[config.mk]
export PLATFORM = sky130hd
export DESIGN_NAME = ignition_status_sequencer
export DESIGN_NICKNAME = d
export VERILOG_FILES = /design/src/pkg/ign_status_pkg.sv /design/src/pkg/pickup_if.sv /design/src/hdl/sync2.sv /design/src/hdl/standstill_monitor.sv /design/src/hdl/ignition_status_sequencer.sv
export SDC_FILE = /design/constraint.sdc
export NUM_CORES = 1
export LEC_CHECK = 0
export BUFFER_PORTS_ARGS = -buffer_cell sky130_fd_sc_hd__buf_2
export CAP_MARGIN = 40
export CORE_ASPECT_RATIO = 0.9
export CORE_MARGIN = 10
export CORE_UTILIZATION = 58
export CTS_CLUSTER_SIZE = 25
export DETAILED_ROUTE_END_ITERATION = 7
export HOLD_SLACK_MARGIN = 0.15
export PLACE_DENSITY = 0.76
export REMOVE_ABC_BUFFERS = 1
export SKIP_CTS_REPAIR_TIMING = 1
export SYNTH_ARGS = -nofsm -noshare
export SYNTH_HDL_FRONTEND = slang
export SYNTH_SLANG_ARGS = --single-unit
[constraint.sdc]
create_clock -name CLOCK -period 3.7 [get_ports CLOCK]
set_clock_uncertainty 0.05 [all_clocks]
set_input_delay 0 -clock CLOCK [delete_from_list [all_inputs] [get_ports CLOCK]]
set_output_delay 0 -clock CLOCK [all_outputs]
set_load 0.05 [all_outputs]
[src/pkg/ign_status_pkg.sv]
// Constants, state encoding and status codes for the ignition status sequencer.
// Assumes a 100 MHz system clock.
package ign_status_pkg;
   localparam int CLOCK_HZ = 100_000_000;
   // Standstill timeout in milliseconds, and its cycle count
   localparam int STANDSTILL_MS = 500;
   localparam int STANDSTILL_CYCLES = STANDSTILL_MS * (CLOCK_HZ / 1000);
   localparam int TIMER_WIDTH = 32;
   // Host link watchdog: no heartbeat within this time drops the connection
   localparam int LINK_TIMEOUT_MS = 100;
   localparam int LINK_TIMEOUT_CYCLES = LINK_TIMEOUT_MS * (CLOCK_HZ / 1000);
   localparam int SYNC_INPUTS = 13;
   localparam logic [3:0] STATUS_RESET = 4'h0;

   typedef enum logic [10:0] {
      ST_INIT        = 11'h001,
      ST_READY       = 11'h002,
      ST_CONFIG      = 11'h004,
      ST_SELFTEST    = 11'h008,
      ST_SYNC        = 11'h010,
      ST_LOCKED      = 11'h020,
      ST_ACTIVE      = 11'h040,
      ST_WAIT_STOP   = 11'h080,
      ST_OP_ERROR    = 11'h100,
      ST_SYS_ERROR   = 11'h200,
      ST_HALT        = 11'h400
   } state_type;

   // Status codes seen by host and panel
   localparam logic [3:0] CODE_INIT = 4'h0;
   localparam logic [3:0] CODE_READY = 4'h1;
   localparam logic [3:0] CODE_CONFIG = 4'h2;
   localparam logic [3:0] CODE_SELFTEST = 4'h3;
   localparam logic [3:0] CODE_SYNC = 4'h4;
   localparam logic [3:0] CODE_LOCKED = 4'h5;
   localparam logic [3:0] CODE_ACTIVE = 4'h6;
   localparam logic [3:0] CODE_WAIT_STOP = 4'h7;
   localparam logic [3:0] CODE_OP_ERROR = 4'h8;
   localparam logic [3:0] CODE_SYS_ERROR = 4'h9;
   localparam logic [3:0] CODE_HALT = 4'hf;
endpackage

[src/pkg/pickup_if.sv]
// Pickup activity bundle passed between the sequencer and its standstill monitor.
// Assumes both ends run on the same system clock.
`timescale 1ns/10ps
`default_nettype none
interface pickup_if;
   logic edge_seen;
   logic standstill;
   modport monitor (input edge_seen, output standstill);
   modport sequencer (output edge_seen, input standstill);
endinterface
`default_nettype wire

[src/hdl/sync2.sv]
// Two-flop synchroniser for one asynchronous level.
// Assumes the input may change at any time relative to the clock.
`timescale 1ns/10ps
`default_nettype none
module sync2 (
   input wire logic clock,
   input wire logic arst_n,
   input wire logic async_in,
   output logic sync_out
);
   logic stage;
   // First stage is read by the second stage only
   always_ff @(posedge clock or negedge arst_n) begin
      if (!arst_n) begin
         stage <= 1'b0;
         sync_out <= 1'b0;
      end else begin
         stage <= async_in;
         sync_out <= stage;
      end
   end
endmodule
`default_nettype wire

[src/hdl/standstill_monitor.sv]
// Standstill detector: flags standstill when no pickup edge arrives in time.
// Assumes edge_seen is a one-cycle pulse on the system clock.
`timescale 1ns/10ps
`default_nettype none
module standstill_monitor
   import ign_status_pkg::*;
#(
   parameter logic [TIMER_WIDTH-1:0] TIMEOUT = TIMER_WIDTH'(STANDSTILL_CYCLES)
) (
   input wire logic clock,
   input wire logic arst_n,
   pickup_if.monitor pick
);
   logic [TIMER_WIDTH-1:0] idle_count;
   // Count idle cycles; any edge restarts the wait
   always_ff @(posedge clock or negedge arst_n) begin
      if (!arst_n) begin
         idle_count <= '0;
         pick.standstill <= 1'b1;
      end else if (pick.edge_seen) begin
         idle_count <= '0;
         pick.standstill <= 1'b0;
      end else if (idle_count >= TIMEOUT - 1'b1) begin
         pick.standstill <= 1'b1;
      end else begin
         idle_count <= idle_count + 1'b1;
      end
   end
endmodule
`default_nettype wire

[src/hdl/ignition_status_sequencer.sv]
// Operating status state machine of the ignition controller.
// Assumes all command and event inputs are asynchronous levels or pulses
// wide enough to survive two-flop synchronisation.
`timescale 1ns/10ps
`default_nettype none
module ignition_status_sequencer
   import ign_status_pkg::*;
#(
   parameter logic [TIMER_WIDTH-1:0] STANDSTILL_TIMEOUT = TIMER_WIDTH'(STANDSTILL_CYCLES),
   parameter logic [TIMER_WIDTH-1:0] LINK_TIMEOUT = TIMER_WIDTH'(LINK_TIMEOUT_CYCLES)
) (
   input wire logic CLOCK,
   input wire logic ARST_N,
   input wire logic INIT_DONE,
   input wire logic INIT_FAIL,
   input wire logic HOST_LINK_ALIVE,
   input wire logic HOST_CONFIG_START,
   input wire logic HOST_CONFIG_END,
   input wire logic CONFIG_PLAUSIBLE,
   input wire logic HOST_TEST_CMD,
   input wire logic PANEL_TEST_CMD,
   input wire logic HOST_ACK,
   input wire logic PANEL_ACK,
   input wire logic PICKUP_EDGE,
   input wire logic CAM_EVENT,
   input wire logic REV_COMPLETE,
   input wire logic PICKUP_ERROR,
   input wire logic IGNITION_RELEASE,
   input wire logic ABOVE_SECURITY_SPEED,
   input wire logic OVERSPEED,
   input wire logic SEVERE_FAULT,
   output logic IGNITION_ENABLE,
   output logic PICKUP_EVAL_ENABLE,
   output logic CONFIG_WRITE_ENABLE,
   output logic CONFIG_COMMIT,
   output logic CONFIG_RESTORE,
   output logic SELF_TEST_RUN,
   output logic CRITICAL_LED,
   output logic MONITOR_ENABLE,
   output logic [3:0] STATUS
);
   logic [SYNC_INPUTS-1:0] raw_in;
   logic [SYNC_INPUTS-1:0] sync_in;
   logic [SYNC_INPUTS-1:0] prev_in;
   logic [SYNC_INPUTS-1:0] rise;
   logic init_done, init_fail, link_alive, cfg_start, cfg_end, plausible;
   logic test_cmd_h, test_cmd_p, ack_h, ack_p;
   logic pickup_lvl, cam_lvl, rev_lvl, pick_err, release_lvl, fast, over, severe;
   logic test_toggle, ack_cmd, cam_seen, link_lost, fault;
   logic [TIMER_WIDTH-1:0] link_count;
   state_type state, next_state;
   pickup_if pick ();

   // Every pin passes two flops before any decision reads it
   assign raw_in = {SEVERE_FAULT, OVERSPEED, ABOVE_SECURITY_SPEED, IGNITION_RELEASE,
                    PICKUP_ERROR, REV_COMPLETE, CAM_EVENT, PICKUP_EDGE,
                    PANEL_ACK, HOST_ACK, PANEL_TEST_CMD, HOST_TEST_CMD, HOST_CONFIG_END};
   genvar gi;
   generate
      for (gi = 0; gi < SYNC_INPUTS; gi++) begin : g_sync
         sync2 u_sync (
            .clock(CLOCK),
            .arst_n(ARST_N),
            .async_in(raw_in[gi]),
            .sync_out(sync_in[gi])
         );
      end
   endgenerate
   // Plain levels that never pass the rise detector still get two flops each
   sync2 u_sync_done (
      .clock(CLOCK),
      .arst_n(ARST_N),
      .async_in(INIT_DONE),
      .sync_out(init_done)
   );
   sync2 u_sync_fail (
      .clock(CLOCK),
      .arst_n(ARST_N),
      .async_in(INIT_FAIL),
      .sync_out(init_fail)
   );
   sync2 u_sync_link (
      .clock(CLOCK),
      .arst_n(ARST_N),
      .async_in(HOST_LINK_ALIVE),
      .sync_out(link_alive)
   );
   sync2 u_sync_cfgs (
      .clock(CLOCK),
      .arst_n(ARST_N),
      .async_in(HOST_CONFIG_START),
      .sync_out(cfg_start)
   );
   sync2 u_sync_plau (
      .clock(CLOCK),
      .arst_n(ARST_N),
      .async_in(CONFIG_PLAUSIBLE),
      .sync_out(plausible)
   );

   // Edge history so commands act once per press, not once per cycle held
   always_ff @(posedge CLOCK or negedge ARST_N) begin
      if (!ARST_N) begin
         prev_in <= '0;
      end else begin
         prev_in <= sync_in;
      end
   end
   assign rise = sync_in & ~prev_in;

   // Commands and pickup events act once, on their rising edge
   assign cfg_end = rise[0];
   assign test_cmd_h = rise[1];
   assign test_cmd_p = rise[2];
   assign ack_h = rise[3];
   assign ack_p = rise[4];
   assign pickup_lvl = rise[5];
   assign cam_lvl = rise[6];
   assign rev_lvl = rise[7];
   // Faults and release act as levels, so a held fault keeps acting
   assign pick_err = sync_in[8];
   assign release_lvl = sync_in[9];
   assign fast = sync_in[10];
   assign over = sync_in[11];
   assign severe = sync_in[12];
   assign test_toggle = test_cmd_h | test_cmd_p;
   assign ack_cmd = ack_h | ack_p;
   assign fault = pick_err | over;

   // Pickup edges feed the standstill monitor
   assign pick.edge_seen = pickup_lvl;
   standstill_monitor #(
      .TIMEOUT(STANDSTILL_TIMEOUT)
   ) u_standstill (
      .clock(CLOCK),
      .arst_n(ARST_N),
      .pick(pick)
   );

   // Host link watchdog: the heartbeat level must not stay low for LINK_TIMEOUT cycles
   always_ff @(posedge CLOCK or negedge ARST_N) begin
      if (!ARST_N) begin
         link_count <= '0;
         link_lost <= 1'b0;
      end else if (link_alive) begin
         link_count <= '0;
         link_lost <= 1'b0;
      end else if (link_count >= LINK_TIMEOUT - 1'b1) begin
         link_lost <= 1'b1;
      end else begin
         link_count <= link_count + 1'b1;
      end
   end

   // Camshaft mark is remembered until the sequencer leaves sync
   always_ff @(posedge CLOCK or negedge ARST_N) begin
      if (!ARST_N) begin
         cam_seen <= 1'b0;
      end else if (state != ST_SYNC) begin
         cam_seen <= 1'b0;
      end else if (cam_lvl) begin
         cam_seen <= 1'b1;
      end
   end

   // Next state; severe fault outranks everything else except halt
   always_comb begin
      next_state = state;
      if (severe && state != ST_HALT) begin
         next_state = ST_SYS_ERROR;
      end else begin
         unique case (state)
            ST_INIT: begin
               if (init_fail) begin
                  next_state = ST_HALT;
               end else if (init_done) begin
                  next_state = ST_READY;
               end
            end
            ST_READY: begin
               if (cfg_start && !link_lost) begin
                  next_state = ST_CONFIG;
               end else if (test_toggle) begin
                  next_state = ST_SELFTEST;
               end else if (pickup_lvl) begin
                  next_state = ST_SYNC;
               end
            end
            ST_CONFIG: begin
               // Pickup edges are not looked at here
               if (cfg_end || link_lost) begin
                  next_state = ST_READY;
               end
            end
            ST_SELFTEST: begin
               if (pickup_lvl) begin
                  next_state = ST_OP_ERROR;
               end else if (test_toggle) begin
                  next_state = ST_READY;
               end
            end
            ST_SYNC: begin
               if (over) begin
                  next_state = ST_OP_ERROR;
               end else if (pick_err || pick.standstill) begin
                  next_state = fast ? ST_OP_ERROR : ST_SYNC;
               end else if (cam_seen && rev_lvl) begin
                  next_state = release_lvl ? ST_ACTIVE : ST_LOCKED;
               end
            end
            ST_LOCKED: begin
               if (over) begin
                  next_state = ST_OP_ERROR;
               end else if (pick_err || pick.standstill) begin
                  next_state = fast ? ST_OP_ERROR : ST_SYNC;
               end else if (release_lvl) begin
                  next_state = ST_ACTIVE;
               end
            end
            ST_ACTIVE: begin
               // Security speed decides whether a withdrawal may resume at once
               if (over) begin
                  next_state = ST_OP_ERROR;
               end else if (pick_err || pick.standstill) begin
                  next_state = fast ? ST_OP_ERROR : ST_SYNC;
               end else if (!release_lvl) begin
                  next_state = fast ? ST_WAIT_STOP : ST_LOCKED;
               end
            end
            ST_WAIT_STOP: begin
               if (fault) begin
                  next_state = ST_OP_ERROR;
               end else if (pick.standstill) begin
                  next_state = ST_READY;
               end
            end
            ST_OP_ERROR: begin
               // Acknowledge counts only once the engine is at rest
               if (ack_cmd && pick.standstill) begin
                  next_state = ST_READY;
               end
            end
            ST_SYS_ERROR: begin
               next_state = ST_SYS_ERROR;
            end
            ST_HALT: begin
               next_state = ST_HALT;
            end
            default: begin
               next_state = ST_SYS_ERROR;
            end
         endcase
      end
   end

   // State register; reset lands in init so nothing fires before the checks
   always_ff @(posedge CLOCK or negedge ARST_N) begin
      if (!ARST_N) begin
         state <= ST_INIT;
      end else begin
         state <= next_state;
      end
   end

   // Outputs follow the next state so they change with the state itself
   always_ff @(posedge CLOCK or negedge ARST_N) begin
      if (!ARST_N) begin
         IGNITION_ENABLE <= 1'b0;
         PICKUP_EVAL_ENABLE <= 1'b0;
         CONFIG_WRITE_ENABLE <= 1'b0;
         SELF_TEST_RUN <= 1'b0;
         CRITICAL_LED <= 1'b0;
         MONITOR_ENABLE <= 1'b0;
      end else begin
         IGNITION_ENABLE <= (next_state == ST_ACTIVE);
         PICKUP_EVAL_ENABLE <= (next_state != ST_CONFIG);
         CONFIG_WRITE_ENABLE <= (next_state == ST_CONFIG);
         SELF_TEST_RUN <= (next_state == ST_SELFTEST);
         CRITICAL_LED <= (next_state == ST_HALT);
         MONITOR_ENABLE <= (next_state != ST_INIT) && (next_state != ST_HALT);
      end
   end

   // Leaving configuration adopts or rolls back the settings, except when a severe fault meets a plausible end
   always_ff @(posedge CLOCK or negedge ARST_N) begin
      if (!ARST_N) begin
         CONFIG_COMMIT <= 1'b0;
         CONFIG_RESTORE <= 1'b0;
      end else begin
         CONFIG_COMMIT <= (state == ST_CONFIG) && (next_state == ST_READY)
                          && cfg_end && !link_lost && plausible;
         CONFIG_RESTORE <= (state == ST_CONFIG) && (next_state != ST_CONFIG)
                           && !(cfg_end && !link_lost && plausible);
      end
   end

   // Status code; a lost link or halt still reads a fixed value
   always_ff @(posedge CLOCK or negedge ARST_N) begin
      if (!ARST_N) begin
         STATUS <= STATUS_RESET;
      end else begin
         unique case (next_state)
            ST_INIT: STATUS <= CODE_INIT;
            ST_READY: STATUS <= CODE_READY;
            ST_CONFIG: STATUS <= CODE_CONFIG;
            ST_SELFTEST: STATUS <= CODE_SELFTEST;
            ST_SYNC: STATUS <= CODE_SYNC;
            ST_LOCKED: STATUS <= CODE_LOCKED;
            ST_ACTIVE: STATUS <= CODE_ACTIVE;
            ST_WAIT_STOP: STATUS <= CODE_WAIT_STOP;
            ST_OP_ERROR: STATUS <= CODE_OP_ERROR;
            ST_SYS_ERROR: STATUS <= CODE_SYS_ERROR;
            ST_HALT: STATUS <= CODE_HALT;
            default: STATUS <= CODE_SYS_ERROR;
         endcase
      end
   end
endmodule
`default_nettype wire

==> metrics <==
status=completed; Root Driver=clkbuf_16; drc violations=0; Routed Antenna Nets=0; Seq/Total Area, Yosys=0.573; DRT Pass-1 Iters=5; Setup crit end kind=register; TritonCTS clock tree=built; Sw Pwr=0.792 mW; chip width=126 microns; clk buf depth=2; Core Box Area=around 0.0098 sq mm; pwr dens=around 480 mW/mm^2; WP buf/inv=0; commonest register cell after synthesis=dfrtp_1; number of enable flip-flop cells after synthesis=0; Worst EP required=roughly 4.0 ns; CP Cell Sequence=or4_1 > a311oi_2 > o2111ai_4 > a2111oi_0 > xnor2_1 > nor2_1; Worst VDD drop=approximately 0.45 mV; first-pass GRT wire length=~20000 microns; CTS clk-pin slew, worst paths=approximately 0.070 ns; unrepaired setup endpoints after global routing=no; Critical-path top delay cell=a2111oi_0; WL/cell=16.6 microns; final critical-path required period=approximately 2.8 ns; Worst Setup Path Type=register to register; max_cap viols=0; cells after synthesis=around 540; Sw Share=0.239; IO Port Bufs=31; worst-skew pair later-pin latency=0.43 ns; initial antenna violation count=0; Clock power frac=0.497; nets@finish=between 600 and 700; async set or reset register ratio after synthesis=1.00; starting DRC count in detailed routing=between 400 and 500; Fin. Hold Viols=0; RD Place Congestion=around 0.85; die extent in y=approximately 120 microns; All-Layer GR Usage=0.170; min-delay worst type=input port to register; synthesized area=a little under 0.006 sq mm; routed vias/inst=5.78; Yosys cell types=between 60 and 70; largest net degree at the start of global routing=between 100 and 150; Slew Viols, Final=0; Cells after DPL=about 690; die area=0.0145 sq mm; DP HPWL=7330 microns; Ant. Diodes=0; # rows=34; Worst Tran Pin Value=~0.81 ns; final setup violating endpoints=0; I/O pin count=32; area taken by multi-input logic gates=around 0.0024 sq mm; Layout fillers=approximately 700; Crit path largest cell delay=~0.63 ns; Final TNS setup=0 ns; CTS H-Tree Depth=4; Reg power frac=0.466; Finished Layout Cells=736; CTS buffer count=17; vias=4256; vias in the first global route=4338; CP startpoint kind=register; Combinational Power Share=0.036; cell area after layout=between 0.006 and 0.007 sq mm; Max FO, Critical Path=17; Slew headroom=0.458; synthesized area per cell=between 10 and 15 sq um; leakage power=approximately 2.9 nW; fmax=between 300 and 400 MHz; Initial Util=0.599; Synth-to-Final Area Change=18.1%; Yosys warnings=0; Top Family by Delay on Critical Path=compound AO/OA/AOI/OAI gates; Power Internal=between 2 and 3 mW; register area=roughly 0.0034 sq mm; clk sinks=around 130; area post-placement=0.00615 sq mm; final WL=12200 microns; GR Overflow Total=0; final worst path period share=0.752; Yosys reg bits=around 130; WP data arrival=a little over 3 ns; share of cells above drive strength 1=0.149
through the flow:
stage / setup WS (ns) / total power, mW / util / hold slack [ns]
2_1_floorplan: 1.11 / 1.61 / - / -0.346
3_3_place_gp: 1.02 / 1.66 / 0.629 / 0.0575
3_5_place_dp: 0.960 / 1.67 / 0.629 / 0.0594
4_1_cts: 0.924 / 3.31 / 0.688 / -0.381
5_1_grt: 0.676 / 3.41 / 0.707 / 0.161
6_report: 0.919 / 3.31 / 0.707 / 0.159
logic make-up (layout without fill, tap and decap cells):
family | Yosys count | in the layout | synth area share
AO/OA/AOI/OAI | 99 | 99 | 0.125
AND/OR/NAND/NOR | 230 | 230 | 0.212
flip-flops | 134 | 134 | 0.573
XOR/XNOR | 34 | 34 | 0.0508
buffers and inverters | 38 | 106 | 0.0258
adder cells (fa/ha/maj) | 2 | 2 | 0.00427
multiplexers | 5 | 5 | 0.00918
path summary, 6_finish.rpt:
check | depth (start not counted) | slack [ns] | end | start
min in group asynchronous | 3 | 0.19 | CONFIG_WRITE_ENABLE | ARST_N
worst min-delay path | 2 | 0.16 | g_sync[8].u_sync.stage | PICKUP_ERROR
worst max-delay path | 6 | 0.92 | u_standstill.idle_count[11] | u_standstill.idle_count[10]
worst max register to register | 6 | 0.92 | u_standstill.idle_count[11] | u_standstill.idle_count[10]
worst min register to register | 0 | 0.30 | g_sync[12].u_sync.sync_out | g_sync[12].u_sync.stage
max in group asynchronous | 3 | 2.93 | u_standstill.idle_count[0] | ARST_N
per-layer routing:
metal,share of wire,up-vias,global-route usage
met5,0,-,0
met4,0.012,0,0.0758
met3,0.048,15,0.0465
met2,0.49,104,0.273
met1,0.45,2088,0.212
li1,-,2049,-
sequential cells by signal, indices dropped and copies added, names as in the netlist, 4 cells and up:
signal / count
prev_in: 8
g_sync.u_sync.stage: 13
link_count: 32
g_sync.u_sync.sync_out: 13
STATUS: 4
u_standstill.idle_count: 32
state: 11
power by group through the flow:
| stage | logic, mW | clock network, mW | registers (mW) |
|---|---|---|---|
| floorplan | 0.0476 | 0 | 1.56 |
| global placement | 0.0985 | 0 | 1.56 |
| detailed placement | 0.103 | 0 | 1.57 |
| CTS | 0.106 | 1.66 | 1.54 |
| global route | 0.138 | 1.72 | 1.55 |
| finish | 0.120 | 1.65 | 1.54 |
cell usage after synthesis (10+ instances only):
master,count,share of area
inv_1,18,0.012
nand4_1,13,0.014
nand3_1,21,0.018
and3_1,11,0.012
o21ai_0,17,0.015
nor4_1,10,0.011
nor2_1,58,0.037
nand2b_1,11,0.012
a21oi_1,31,0.026
nor2b_1,22,0.023
clkbuf_1,16,0.010
dfrtp_1,132,0.56
or3_1,13,0.014
xnor2_1,28,0.042
nand2_1,26,0.017
and2_1,10,0.011
layout by cell type (no fill, tap or decap), types with 3 or more instances in the layout:
cell / n
or3_1: 13
o22ai_1: 5
o21ai_0: 17
nor2b_1: 22
dfrtp_1: 132
xnor2_1: 28
nand3_1: 21
a211oi_1: 9
xor2_1: 6
mux2_2: 3
and4_1: 3
nor2_1: 58
nand2_1: 26
dlygate4sd3_1: 19
o31ai_1: 4
a21oi_1: 31
a2111oi_0: 6
clkinvlp_4: 3
inv_1: 18
clkinv_4: 4
a2111oi_2: 3
and3_1: 11
nor4_1: 10
nand2b_1: 11
buf_4: 6
inv_6: 6
nand4_1: 13
nor3_1: 8
or4_1: 7
nand3b_1: 4
and2_1: 10
clkbuf_16: 17
buf_2: 30
layout make-up:
cell class,count,area share
inverters,18,0.00976
clock buffers,18,0.0635
repair buffers,56,0.0586
multi-input cells,370,0.340
well taps,126,0.0228
flip-flops and latches,134,0.485
clock inverters,14,0.0203
No activity file was read; power rests on OpenSTA's default activity.
